File: config.mk
export PLATFORM = sky130hd
export DESIGN_NAME = qdc_ctrl_top
export DESIGN_NICKNAME = d
export VERILOG_FILES = /design/src/logic/qdc_pkg.sv /design/src/logic/qdc_frame_if.sv /design/src/logic/qdc_ctrl_top.sv /design/src/logic/qdc_spi_shift.sv
export SDC_FILE = /design/constraint.sdc
export NUM_CORES = 1
export LEC_CHECK = 0
export ABC_CLOCK_PERIOD_IN_PS = 2200
export BUFFER_PORTS_ARGS = -buffer_cell sky130_fd_sc_hd__buf_2
export CORE_AREA = 2 2 128 130
export DETAILED_ROUTE_END_ITERATION = 10
export DIE_AREA = 0 0 130 132
export PLACE_DENSITY_LB_ADDON = 0.05
export REMOVE_ABC_BUFFERS = 1
export SLEW_MARGIN = 20
export SYNTH_ARGS = -nofsm -noshare
export SYNTH_HDL_FRONTEND = slang
export SYNTH_SLANG_ARGS = --single-unit
File: constraint.sdc
create_clock -name ref_clk -period 2.2 [get_ports ref_clk]
set_clock_uncertainty 0.1 [all_clocks]
set_input_delay 0.44 -clock ref_clk [delete_from_list [all_inputs] [get_ports ref_clk]]
set_output_delay 0.44 -clock ref_clk [all_outputs]
set_load 0.02 [all_outputs]
File: src/logic/qdc_pkg.sv
/*
  Shared constants for the quad converter control register block.
  Assumes a 100 MHz system clock and an SPI master with 24-bit frames.
*/
package qdc_pkg;
  // ==========================================================
  // frame layout
  localparam int FRAME_BITS = 24;
  localparam int FRAME_RW_BIT = 23;
  localparam int ADDR_HI = 19;
  localparam int ADDR_LO = 16;
  localparam int REG_BITS = 16;
  // ==========================================================
  // register addresses
  localparam logic [3:0] ADDR_CTRL = 4'h0;
  localparam logic [3:0] ADDR_DATA0 = 4'h4;
  // ==========================================================
  // control register fields
  localparam int BIT_READ_SRC = 15;
  localparam int BIT_LOAD_ALL = 14;
  localparam int BIT_SW_RESET = 13;
  localparam int BIT_PD_A = 12;
  localparam int BIT_PD_B = 11;
  localparam int BIT_GPIO1 = 9;
  localparam int BIT_GPIO0 = 8;
  localparam int BIT_SDO_DIS = 7;
  localparam int GAIN_LO = 2;
  localparam int GAIN_HI = 5;
  localparam logic [15:0] CTRL_RESET = 16'h033c;
  localparam logic [15:0] CTRL_WMASK = 16'hfbbc; // no 10, 6, 1:0
  localparam logic [15:0] DATA_WMASK = 16'hfff0;
  localparam int NUM_CH = 4;
endpackage

File: src/logic/qdc_frame_if.sv
/*
  Carrier between the serial shifter and the register bank.
  Assumes both ends run on ref_clk.
*/
`timescale 1ns/1ps
`default_nettype none
interface qdc_frame_if;
  logic frame_done;
  logic [23:0] frame;
  logic frame_start;
  logic [15:0] read_word;
  modport shifter (output frame_done, output frame, output frame_start,
    input read_word);
  modport bank (input frame_done, input frame, input frame_start,
    output read_word);
endinterface
`default_nettype wire

File: src/logic/qdc_ctrl_top.sv
/*
  Control register bank of a quad converter behind an SPI slave port.
  Assumes the host SPI clock well below ref_clk/4 (125 ns bench period).
*/
`timescale 1ns/1ps
`default_nettype none
// How it works
// - sixteen-bit control register, resets to 033c
// - bit 15 picks input or latch readback
// - load bit copies inputs while pin high
// - only channels written since last load update
// - load bit clears itself after update
// - load bit ignored while load pin low
// - reset bit resets control, input and latch registers, self-clears
// - bit 12 powers down channels 0, 1
// - clearing bit 12 restores channels 0, 1
// - bit 11 powers down channels 2, 3
// - bit 10 reserved, reads zero
// - bit 9 clear drives pin 1 low, reads pin
// - bit 8 clear drives pin 0 low, reads pin
// - bit 7 set keeps serial out floating
// - bit 7 clear gives normal serial out
// - 24-bit frame, rw, address, data
// - read data appears in next frame
// - gain bits 5:2, bit 6 reads zero
module qdc_ctrl_top (
  input wire logic ref_clk,
  input wire logic rst_b,
  input wire logic sclk,
  input wire logic cs_b,
  input wire logic sdi,
  output logic sdo_out,
  output logic sdo_oe,
  input wire logic load_latches_pin_n,
  input wire logic gpio1_in,
  output logic gpio1_out,
  output logic gpio1_oe,
  input wire logic gpio0_in,
  output logic gpio0_out,
  output logic gpio0_oe,
  output logic [qdc_pkg::NUM_CH-1:0] channel_powerdown,
  output logic [qdc_pkg::NUM_CH-1:0] channel_gain4,
  output logic [qdc_pkg::NUM_CH*12-1:0] channel_latch
);
  import qdc_pkg::*;
  // ==========================================================
  // synchronisers
  logic [1:0] sclk_sy, cs_sy, sdi_sy, ld_sy, g1_sy, g0_sy;
  always_ff @(posedge ref_clk or negedge rst_b) begin
    if (!rst_b) begin
      sclk_sy <= 2'h0;
      cs_sy <= 2'h3;
      sdi_sy <= 2'h0;
      ld_sy <= 2'h3;
      g1_sy <= 2'h3;
      g0_sy <= 2'h3;
    end else begin
      sclk_sy <= {sclk_sy[0], sclk};
      cs_sy <= {cs_sy[0], cs_b};
      sdi_sy <= {sdi_sy[0], sdi};
      ld_sy <= {ld_sy[0], load_latches_pin_n};
      g1_sy <= {g1_sy[0], gpio1_in};
      g0_sy <= {g0_sy[0], gpio0_in};
    end
  end
  wire ld_pin = ld_sy[1];
  // ==========================================================
  // serial shifter
  qdc_frame_if fr ();
  logic sdo_bit;
  qdc_spi_shift u_shift (
    .ref_clk(ref_clk),
    .rst_b(rst_b),
    .sclk_s(sclk_sy[1]),
    .cs_b_s(cs_sy[1]),
    .sdi_s(sdi_sy[1]),
    .fr(fr.shifter),
    .sdo_bit(sdo_bit)
  );
  // ==========================================================
  // frame decode
  wire is_read = fr.frame[FRAME_RW_BIT];
  wire [3:0] addr = fr.frame[ADDR_HI:ADDR_LO];
  wire [15:0] wdata = fr.frame[15:0];
  wire wr_ctrl = fr.frame_done && !is_read && addr == ADDR_CTRL;
  wire sw_reset = wr_ctrl && wdata[BIT_SW_RESET];
  function automatic logic is_data(input logic [3:0] a);
    return a[3:2] == ADDR_DATA0[3:2];
  endfunction
  wire wr_data = fr.frame_done && !is_read && is_data(addr);
  // ==========================================================
  // state
  logic [15:0] ctrl_q;
  logic [11:0] in_q [NUM_CH];
  logic [11:0] lat_q [NUM_CH];
  logic [NUM_CH-1:0] dirty_q;
  logic ld_pin_q;
  logic [3:0] rd_addr_q;
  logic rd_pend_q;
  wire pin_event = ld_pin_q & ~ld_pin; // falling load pin
  wire bit_event = wr_ctrl && wdata[BIT_LOAD_ALL] && ld_pin;
  wire load_event = pin_event | bit_event;
  // control register; self-clearing bits never stored
  always_ff @(posedge ref_clk or negedge rst_b) begin
    if (!rst_b) ctrl_q <= CTRL_RESET;
    else if (sw_reset) ctrl_q <= CTRL_RESET;
    else if (wr_ctrl)
      ctrl_q <= wdata & CTRL_WMASK & ~16'h6000;
  end
  // input registers, latches and dirty marks
  for (genvar c = 0; c < NUM_CH; c++) begin : g_ch
    wire wr_this = wr_data && addr[1:0] == 2'(c);
    always_ff @(posedge ref_clk or negedge rst_b) begin
      if (!rst_b) begin
        in_q[c] <= 12'h000;
        lat_q[c] <= 12'h000;
        dirty_q[c] <= 1'b0;
      end else if (sw_reset) begin
        in_q[c] <= 12'h000;
        lat_q[c] <= 12'h000;
        dirty_q[c] <= 1'b0;
      end else begin
        if (wr_this) in_q[c] <= wdata[15:4];
        if (load_event && dirty_q[c]) lat_q[c] <= in_q[c];
        // a write in the load cycle stays marked
        if (wr_this) dirty_q[c] <= 1'b1;
        else if (load_event) dirty_q[c] <= 1'b0;
      end
    end
    assign channel_latch[c*12 +: 12] = lat_q[c];
  end
  // read address capture and pin history
  always_ff @(posedge ref_clk or negedge rst_b) begin
    if (!rst_b) begin
      rd_addr_q <= 4'h0;
      rd_pend_q <= 1'b0;
      ld_pin_q <= 1'b1;
    end else begin
      ld_pin_q <= ld_pin;
      if (sw_reset) rd_pend_q <= 1'b0;
      else if (fr.frame_done) begin
        rd_pend_q <= is_read;
        rd_addr_q <= addr;
      end
    end
  end
  // ==========================================================
  // read mux
  wire [15:0] ctrl_rd = {ctrl_q[15:10], g1_sy[1], g0_sy[1],
    ctrl_q[7:0]};
  wire [11:0] ch_rd = ctrl_q[BIT_READ_SRC] ? lat_q[rd_addr_q[1:0]]
    : in_q[rd_addr_q[1:0]];
  assign fr.read_word = !rd_pend_q ? 16'h0000
    : rd_addr_q == ADDR_CTRL ? ctrl_rd
    : is_data(rd_addr_q) ? {ch_rd, 4'h0} : 16'h0000;
  // ==========================================================
  // pins
  assign sdo_out = sdo_bit;
  assign sdo_oe = !cs_sy[1] && !ctrl_q[BIT_SDO_DIS];
  assign gpio1_out = 1'b0;
  assign gpio1_oe = !ctrl_q[BIT_GPIO1];
  assign gpio0_out = 1'b0;
  assign gpio0_oe = !ctrl_q[BIT_GPIO0];
  assign channel_powerdown = {{2{ctrl_q[BIT_PD_B]}},
    {2{ctrl_q[BIT_PD_A]}}};
  assign channel_gain4 = ctrl_q[GAIN_HI:GAIN_LO];
  // ==========================================================
  // checks
  chk_reserved_zero: assert property (@(posedge ref_clk)
    disable iff (!rst_b)
    ctrl_q[10] == 1'b0 && ctrl_q[6] == 1'b0 && ctrl_q[1:0] == 2'h0)
    else $error("reserved bit set");
  chk_load_clears: assert property (@(posedge ref_clk)
    disable iff (!rst_b)
    wr_ctrl |=> !ctrl_q[BIT_LOAD_ALL] && !ctrl_q[BIT_SW_RESET])
    else $error("self-clearing bit stuck");
  chk_sw_reset_val: assert property (@(posedge ref_clk)
    disable iff (!rst_b)
    sw_reset |=> ctrl_q == CTRL_RESET && dirty_q == 4'h0)
    else $error("soft reset wrong");
  chk_load_pin_low: assert property (@(posedge ref_clk)
    disable iff (!rst_b)
    (wr_ctrl && !ld_pin && !pin_event && !sw_reset) |=> $stable(lat_q[0]))
    else $error("load bit acted with pin low");
  chk_clean_latch: assert property (@(posedge ref_clk)
    disable iff (!rst_b)
    !dirty_q[1] |=> $stable(lat_q[1]) || $past(sw_reset))
    else $error("clean latch reloaded");
  chk_bit_load: assert property (@(posedge ref_clk)
    disable iff (!rst_b)
    (bit_event && dirty_q[2] && !sw_reset) |=> lat_q[2] == $past(in_q[2]))
    else $error("load bit missed");
  chk_sdo_disabled: assert property (@(posedge ref_clk)
    disable iff (!rst_b)
    ctrl_q[BIT_SDO_DIS] |-> !sdo_oe)
    else $error("sdo driven while disabled");
  chk_write_frame: assert property (@(posedge ref_clk)
    disable iff (!rst_b)
    !fr.frame_done |=> ctrl_q == $past(ctrl_q))
    else $error("write without full frame");
  chk_pd_group: assert property (@(posedge ref_clk)
    disable iff (!rst_b)
    (wr_ctrl && !sw_reset) |=> channel_powerdown[0] == $past(wdata[12])
    && channel_powerdown[3] == $past(wdata[11]))
    else $error("powerdown mismatch");
  // register effects one cycle after a control write, then sdo drive and readback checks
  chk_pd_restore: assert property (@(posedge ref_clk)
    disable iff (!rst_b)
    (wr_ctrl && !sw_reset && !wdata[BIT_PD_A])
    |=> channel_powerdown[1:0] == 2'h0)
    else $error("group a stays powered down");
  chk_gain_bits: assert property (@(posedge ref_clk)
    disable iff (!rst_b)
    (wr_ctrl && !sw_reset) |=> channel_gain4 == $past(wdata[GAIN_HI:GAIN_LO]))
    else $error("gain bits mismatch");
  chk_gpio_drive: assert property (@(posedge ref_clk)
    disable iff (!rst_b)
    (wr_ctrl && !sw_reset) |=> gpio1_oe == !$past(wdata[BIT_GPIO1])
    && gpio0_oe == !$past(wdata[BIT_GPIO0]) && !gpio1_out && !gpio0_out)
    else $error("gpio drive mismatch");
  chk_sdo_enabled: assert property (@(posedge ref_clk)
    disable iff (!rst_b)
    (!ctrl_q[BIT_SDO_DIS] && !cs_sy[1]) |-> sdo_oe)
    else $error("sdo not driven while selected");
  chk_read_pend: assert property (@(posedge ref_clk)
    disable iff (!rst_b)
    (fr.frame_done && is_read) |=> rd_pend_q)
    else $error("read request lost");
  chk_read_source: assert property (@(posedge ref_clk)
    disable iff (!rst_b)
    (rd_pend_q && rd_addr_q == ADDR_DATA0 && ctrl_q[BIT_READ_SRC])
    |-> fr.read_word == {channel_latch[11:0], 4'h0})
    else $error("latch readback wrong");
endmodule
`default_nettype wire

File: src/logic/qdc_spi_shift.sv
/*
  SPI mode-0 style shifter: samples on rising sclk, shifts out on falling.
  Assumes sclk, cs_b, sdi already pass two flip-flops in the caller.
*/
`timescale 1ns/1ps
`default_nettype none
module qdc_spi_shift (
  input wire logic ref_clk,
  input wire logic rst_b,
  input wire logic sclk_s,
  input wire logic cs_b_s,
  input wire logic sdi_s,
  qdc_frame_if.shifter fr,
  output logic sdo_bit
);
  import qdc_pkg::*;
  // bit count at frame end and where reply data starts
  localparam logic [4:0] LAST_BIT = 5'(FRAME_BITS);
  localparam logic [4:0] FIRST_DATA = 5'(FRAME_BITS - REG_BITS);
  logic sclk_q, cs_q;
  logic [23:0] sh_q;
  logic [4:0] cnt_q;
  logic [15:0] out_q;
  logic sdo_q;
  wire rise = sclk_s & ~sclk_q;
  wire fall = ~sclk_s & sclk_q;
  wire cs_fall = ~cs_b_s & cs_q;
  wire cs_rise = cs_b_s & ~cs_q;
  wire data_phase = cnt_q >= FIRST_DATA && cnt_q < LAST_BIT;
  // edge history
  always_ff @(posedge ref_clk or negedge rst_b) begin
    if (!rst_b) begin
      sclk_q <= 1'b0;
      cs_q <= 1'b1;
    end else begin
      sclk_q <= sclk_s;
      cs_q <= cs_b_s;
    end
  end
  // shift in, count bits, emit read word msb first
  always_ff @(posedge ref_clk or negedge rst_b) begin
    if (!rst_b) begin
      sh_q <= 24'h000000;
      cnt_q <= 5'h00;
      out_q <= 16'h0000;
      sdo_q <= 1'b0;
    end else if (cs_fall) begin
      cnt_q <= 5'h00;
      out_q <= fr.read_word;
      sdo_q <= 1'b0; // bit 23 of the reply frame is zero
    end else if (!cs_b_s && rise) begin
      sh_q <= {sh_q[22:0], sdi_s};
      if (cnt_q != LAST_BIT) cnt_q <= cnt_q + 5'h01;
    end else if (!cs_b_s && fall) begin
      // after bit 16 of the frame, data bits follow
      sdo_q <= data_phase ? out_q[15] : 1'b0;
      if (data_phase)
        out_q <= {out_q[14:0], 1'b0};
    end
  end
  assign fr.frame = sh_q;
  assign fr.frame_start = cs_fall;
  assign fr.frame_done = cs_rise && (cnt_q == LAST_BIT);
  assign sdo_bit = sdo_q;
endmodule
`default_nettype wire
==> key figures <==
Detailed routing
  – WL per Instance: 22.8 um
  – Vias per cell: 6.26
  – Iteration-0 DRC Markers: 541
  – Remaining DRCs: 0
  – Routed Antenna Nets: 0
  – Final WL: 23,300 um
  – TritonRoute pass-1 iters: 7
  – Vias: about 6,400

Critical path
  – Crit path launch type: flop
  – R2r setup slk: -0.04 ns
  – CP max-delay cell: dfstp_2
  – CP delay by family, top: simple AND/OR/NAND/NOR gates
  – Critical Path RT: about 2.4 ns
  – CP Capture Type: flop
  – CP dominant cell by count: buf_6
  – Worst path arrival time: 2.45 ns
  – WP buf/inv: 3
  – Crit path max fanout: 7
  – Crit-path cells: or4b_4, buf_6, buf_6, nor3_4, clkbuf_16, mux2i_1, nor2_1
  – CP max stage delay: 0.53 ns
  – Crit path kind: reg -> reg

Synthesis
  – Synth unique cells: 46
  – Sequential element share of the synthesized area: a little over half
  – Mapped Avg Cell Area: between 10 and 15 um2
  – Synth top area share: a little under half
  – Yosys reg bits: 174
  – Post-synth EDFFs: 0
  – Mapped Area: 0.00838 mm2
  – Ys async rst share: 100%
  – Leading area contributor after synthesis: dfrtp_1
  – Most used DFF post-synth: dfrtp_1
  – Mapped Cells: 719
  – Synth warn: 0
  – Synth area leaders: dfrtp_1, mux2i_1, mux4_2

Cells and area
  – Area growth syn-to-layout: 18.7%
  – Non-Filler Instances: 1,023
  – Final core utilization: 63.3%
  – Layout Nets: 804
  – Share of layout cells above drive strength 1: 31.2%
  – Antenna Diode Count: 0

Placement
  – # port buffers: 67
  – Cell count after placement: slightly below 1,000
  – Gpl congestion: 0.873
  – Post-DP HPWL: 15,400 um

Power and ir drop
  – Switching part of the total: 22.5%
  – P_int: 5270 uW
  – Logic pwr share: 3.3%
  – Clock network fraction of total power: 48.1%
  – PnR Total Power: 6800 uW
  – Sequential power share: 48.7%
  – Cell Pwr Density: around 700 mW/mm2
  – Psw: 1530 uW
  – Peak VDD IR: 0.000670 V
  – Leak Pwr: around 0.0049 uW

GRT
  – Initial antenna violation count: 0
  – M2 GR Usage: 43.5%
  – Vias in the first global route: ~6,400
  – Total gr overflow: 0
  – GRT met1 Usage: about two fifths
  – Grt peak-use layer: met2
  – All-layer global routing usage: 28.4%
  – First-pass GRT wire length: 36,800 um
  – Largest net degree at the start of global routing: 61
  – Met3 Use GR: ~5.2%

Hold path
  – Worst hold path type: reg -> reg

STA
  – Setup violators final: 6
  – Crit share post-route: 102%
  – Least-Margin Pin Slew: 0.592 ns
  – Slew Limit Headroom: 60.5%
  – Fmax: 447 MHz
  – Unrepaired setup endpoints after global routing: true
  – Final Max Slew Viols: 0
  – Tmin final: 2.24 ns
  – Final hold slack: 0.257 ns
  – Final number of hold-violating endpoints: 0
  – Worst setup margin: -0.0360 ns

Clock network
  – Num Clock Sinks: roughly 170
  – CTS max path bufs: 2
  – CTS tree: yes
  – CTS Root Cell: clkbuf_16
  – Clock Latency Late Sink: 0.44 ns
  – Reg clk slew, reported paths: 0.07 ns
  – # H-tree levels: 4
  – Num CTS Buffers: 17

Floorplan
  – # rows: 46
  – Die area: 0.0172 mm2
  – Ports: 70
  – Chip height: 132 um
  – Initial Util: 53.4%
  – Total core area: 0.0157 mm2
  – Die width: 130 um

Status
  – Status: finished, violations left
  – Violations in the final reports: setup timing

Job
  – Max Cap Violations: 0
-- cells in the mapped netlist, types with 4 or more instances --
cell type,number
buf_1,9
nand4_1,60
o2111ai_1,48
nor3_1,5
clkbuf_1,22
o31ai_1,8
nor2b_1,5
mux2i_1,60
buf_2,28
nand2_1,74
inv_1,10
o21ai_0,12
buf_4,11
a221o_1,6
nand2b_1,6
buf_6,12
nand3_1,8
dfstp_2,16
o22ai_1,4
mux4_2,23
dfrtp_1,158
or4_4,4
nor2_1,60
a21oi_1,5
mux2_2,36
-- power groups by stage --
stage	clock network [uW]	logic (uW)	registers, uW
finish	3270	222	3310
floorplan	0	89.5	3350
global placement	0	205	3370
detailed placement	0	213	3370
CTS	3310	225	3310
global route	3440	249	3320
-- registers in the layout (all words and copies together), names as in the netlist, 4 cells and up --
name	flops
u_shift.fr.frame	24
dirty_q	4
u_shift.out_q	14
rd_addr_q	4
channel_latch	48
ctrl_q	10
in_q	48
u_shift.cnt_q	5
-- cells by family (layout without fill, tap and decap cells) --
logic type,after synthesis,in the layout,synth area share [%]
simple gates,238,238,14.4
flops,174,174,52.2
mux,119,119,18.2
buf+inv,92,179,6.10
compound gates,88,88,8.31
xor+xnor,5,5,0.522
fa+ha+maj,2,2,0.298
other cells,1,2,0.0447
-- per-stage QoR --
stage / setup TNS (ns) / worst slack [ns] / instance area (um2)
after floorplan: -214.77 / -2.42 / 7910
after global placement: 0 / 0.000978 / 9170
after detailed placement: -0.0523 / -0.0238 / 9170
after CTS: -0.00273 / -0.00154 / 9880
after global routing: -0.787 / -0.0682 / 9950
final: -0.136 / -0.0360 / 9950
-- cell usage in the layout (no fill, tap or decap), types with 18 or more instances in the layout --
cell / synthesis / routed
mux4_2: 23 / 23
buf_2: 28 / 66
nand2_1: 74 / 74
nor2_1: 60 / 60
mux2_2: 36 / 36
o2111ai_1: 48 / 47
nand4_1: 60 / 60
mux2i_1: 60 / 60
dfrtp_1: 158 / 158
clkbuf_16: 0 / 18
buf_4: 11 / 44
-- final timing paths --
check | startpoint | end | cells after the start
min in group asynchronous | rst_b | in_q[45]$_DFFE_PN0P_ | 2
worst max register to register | cs_sy[1]$_DFF_PN1_ | in_q[30]$_DFFE_PN0P_ | 7
worst min register to register | sdi_sy[0]$_DFF_PN0_ | sdi_sy[1]$_DFF_PN0_ | 0
max in group asynchronous | rst_b | in_q[30]$_DFFE_PN0P_ | 3
worst max-delay path | cs_sy[1]$_DFF_PN1_ | in_q[30]$_DFFE_PN0P_ | 7
worst min-delay path | sdi_sy[0]$_DFF_PN0_ | sdi_sy[1]$_DFF_PN0_ | 0
-- area by class of cell --
type / instances / area, um2
clock inverter: 14 / 206
multi-input combinational: 454 / 3540
sequential: 174 / 4370
fill: 1228 / 5760
clock buffer: 18 / 429
tap: 216 / 270
inverter: 10 / 37.5
timing repair buffer: 137 / 1090
-- per-layer routing --
layer  part of all wire (%)  vias up
met2                     48      244
li1                       -     2809
met5                      0        -
met4                    2.9        0
met1                     43     3303
met3                    6.1       46
-- what timing repair did --
item,4_1_cts,5_1_grt
hold buffers,7,0
setup buffers,0,2
gates resized for setup,2,6
cloned,0,1
pin swaps,5,5
hold endpoints to repair,32,0
setup endpoints to repair,53,76
Note: power is estimated with default switching activity, not from simulation.
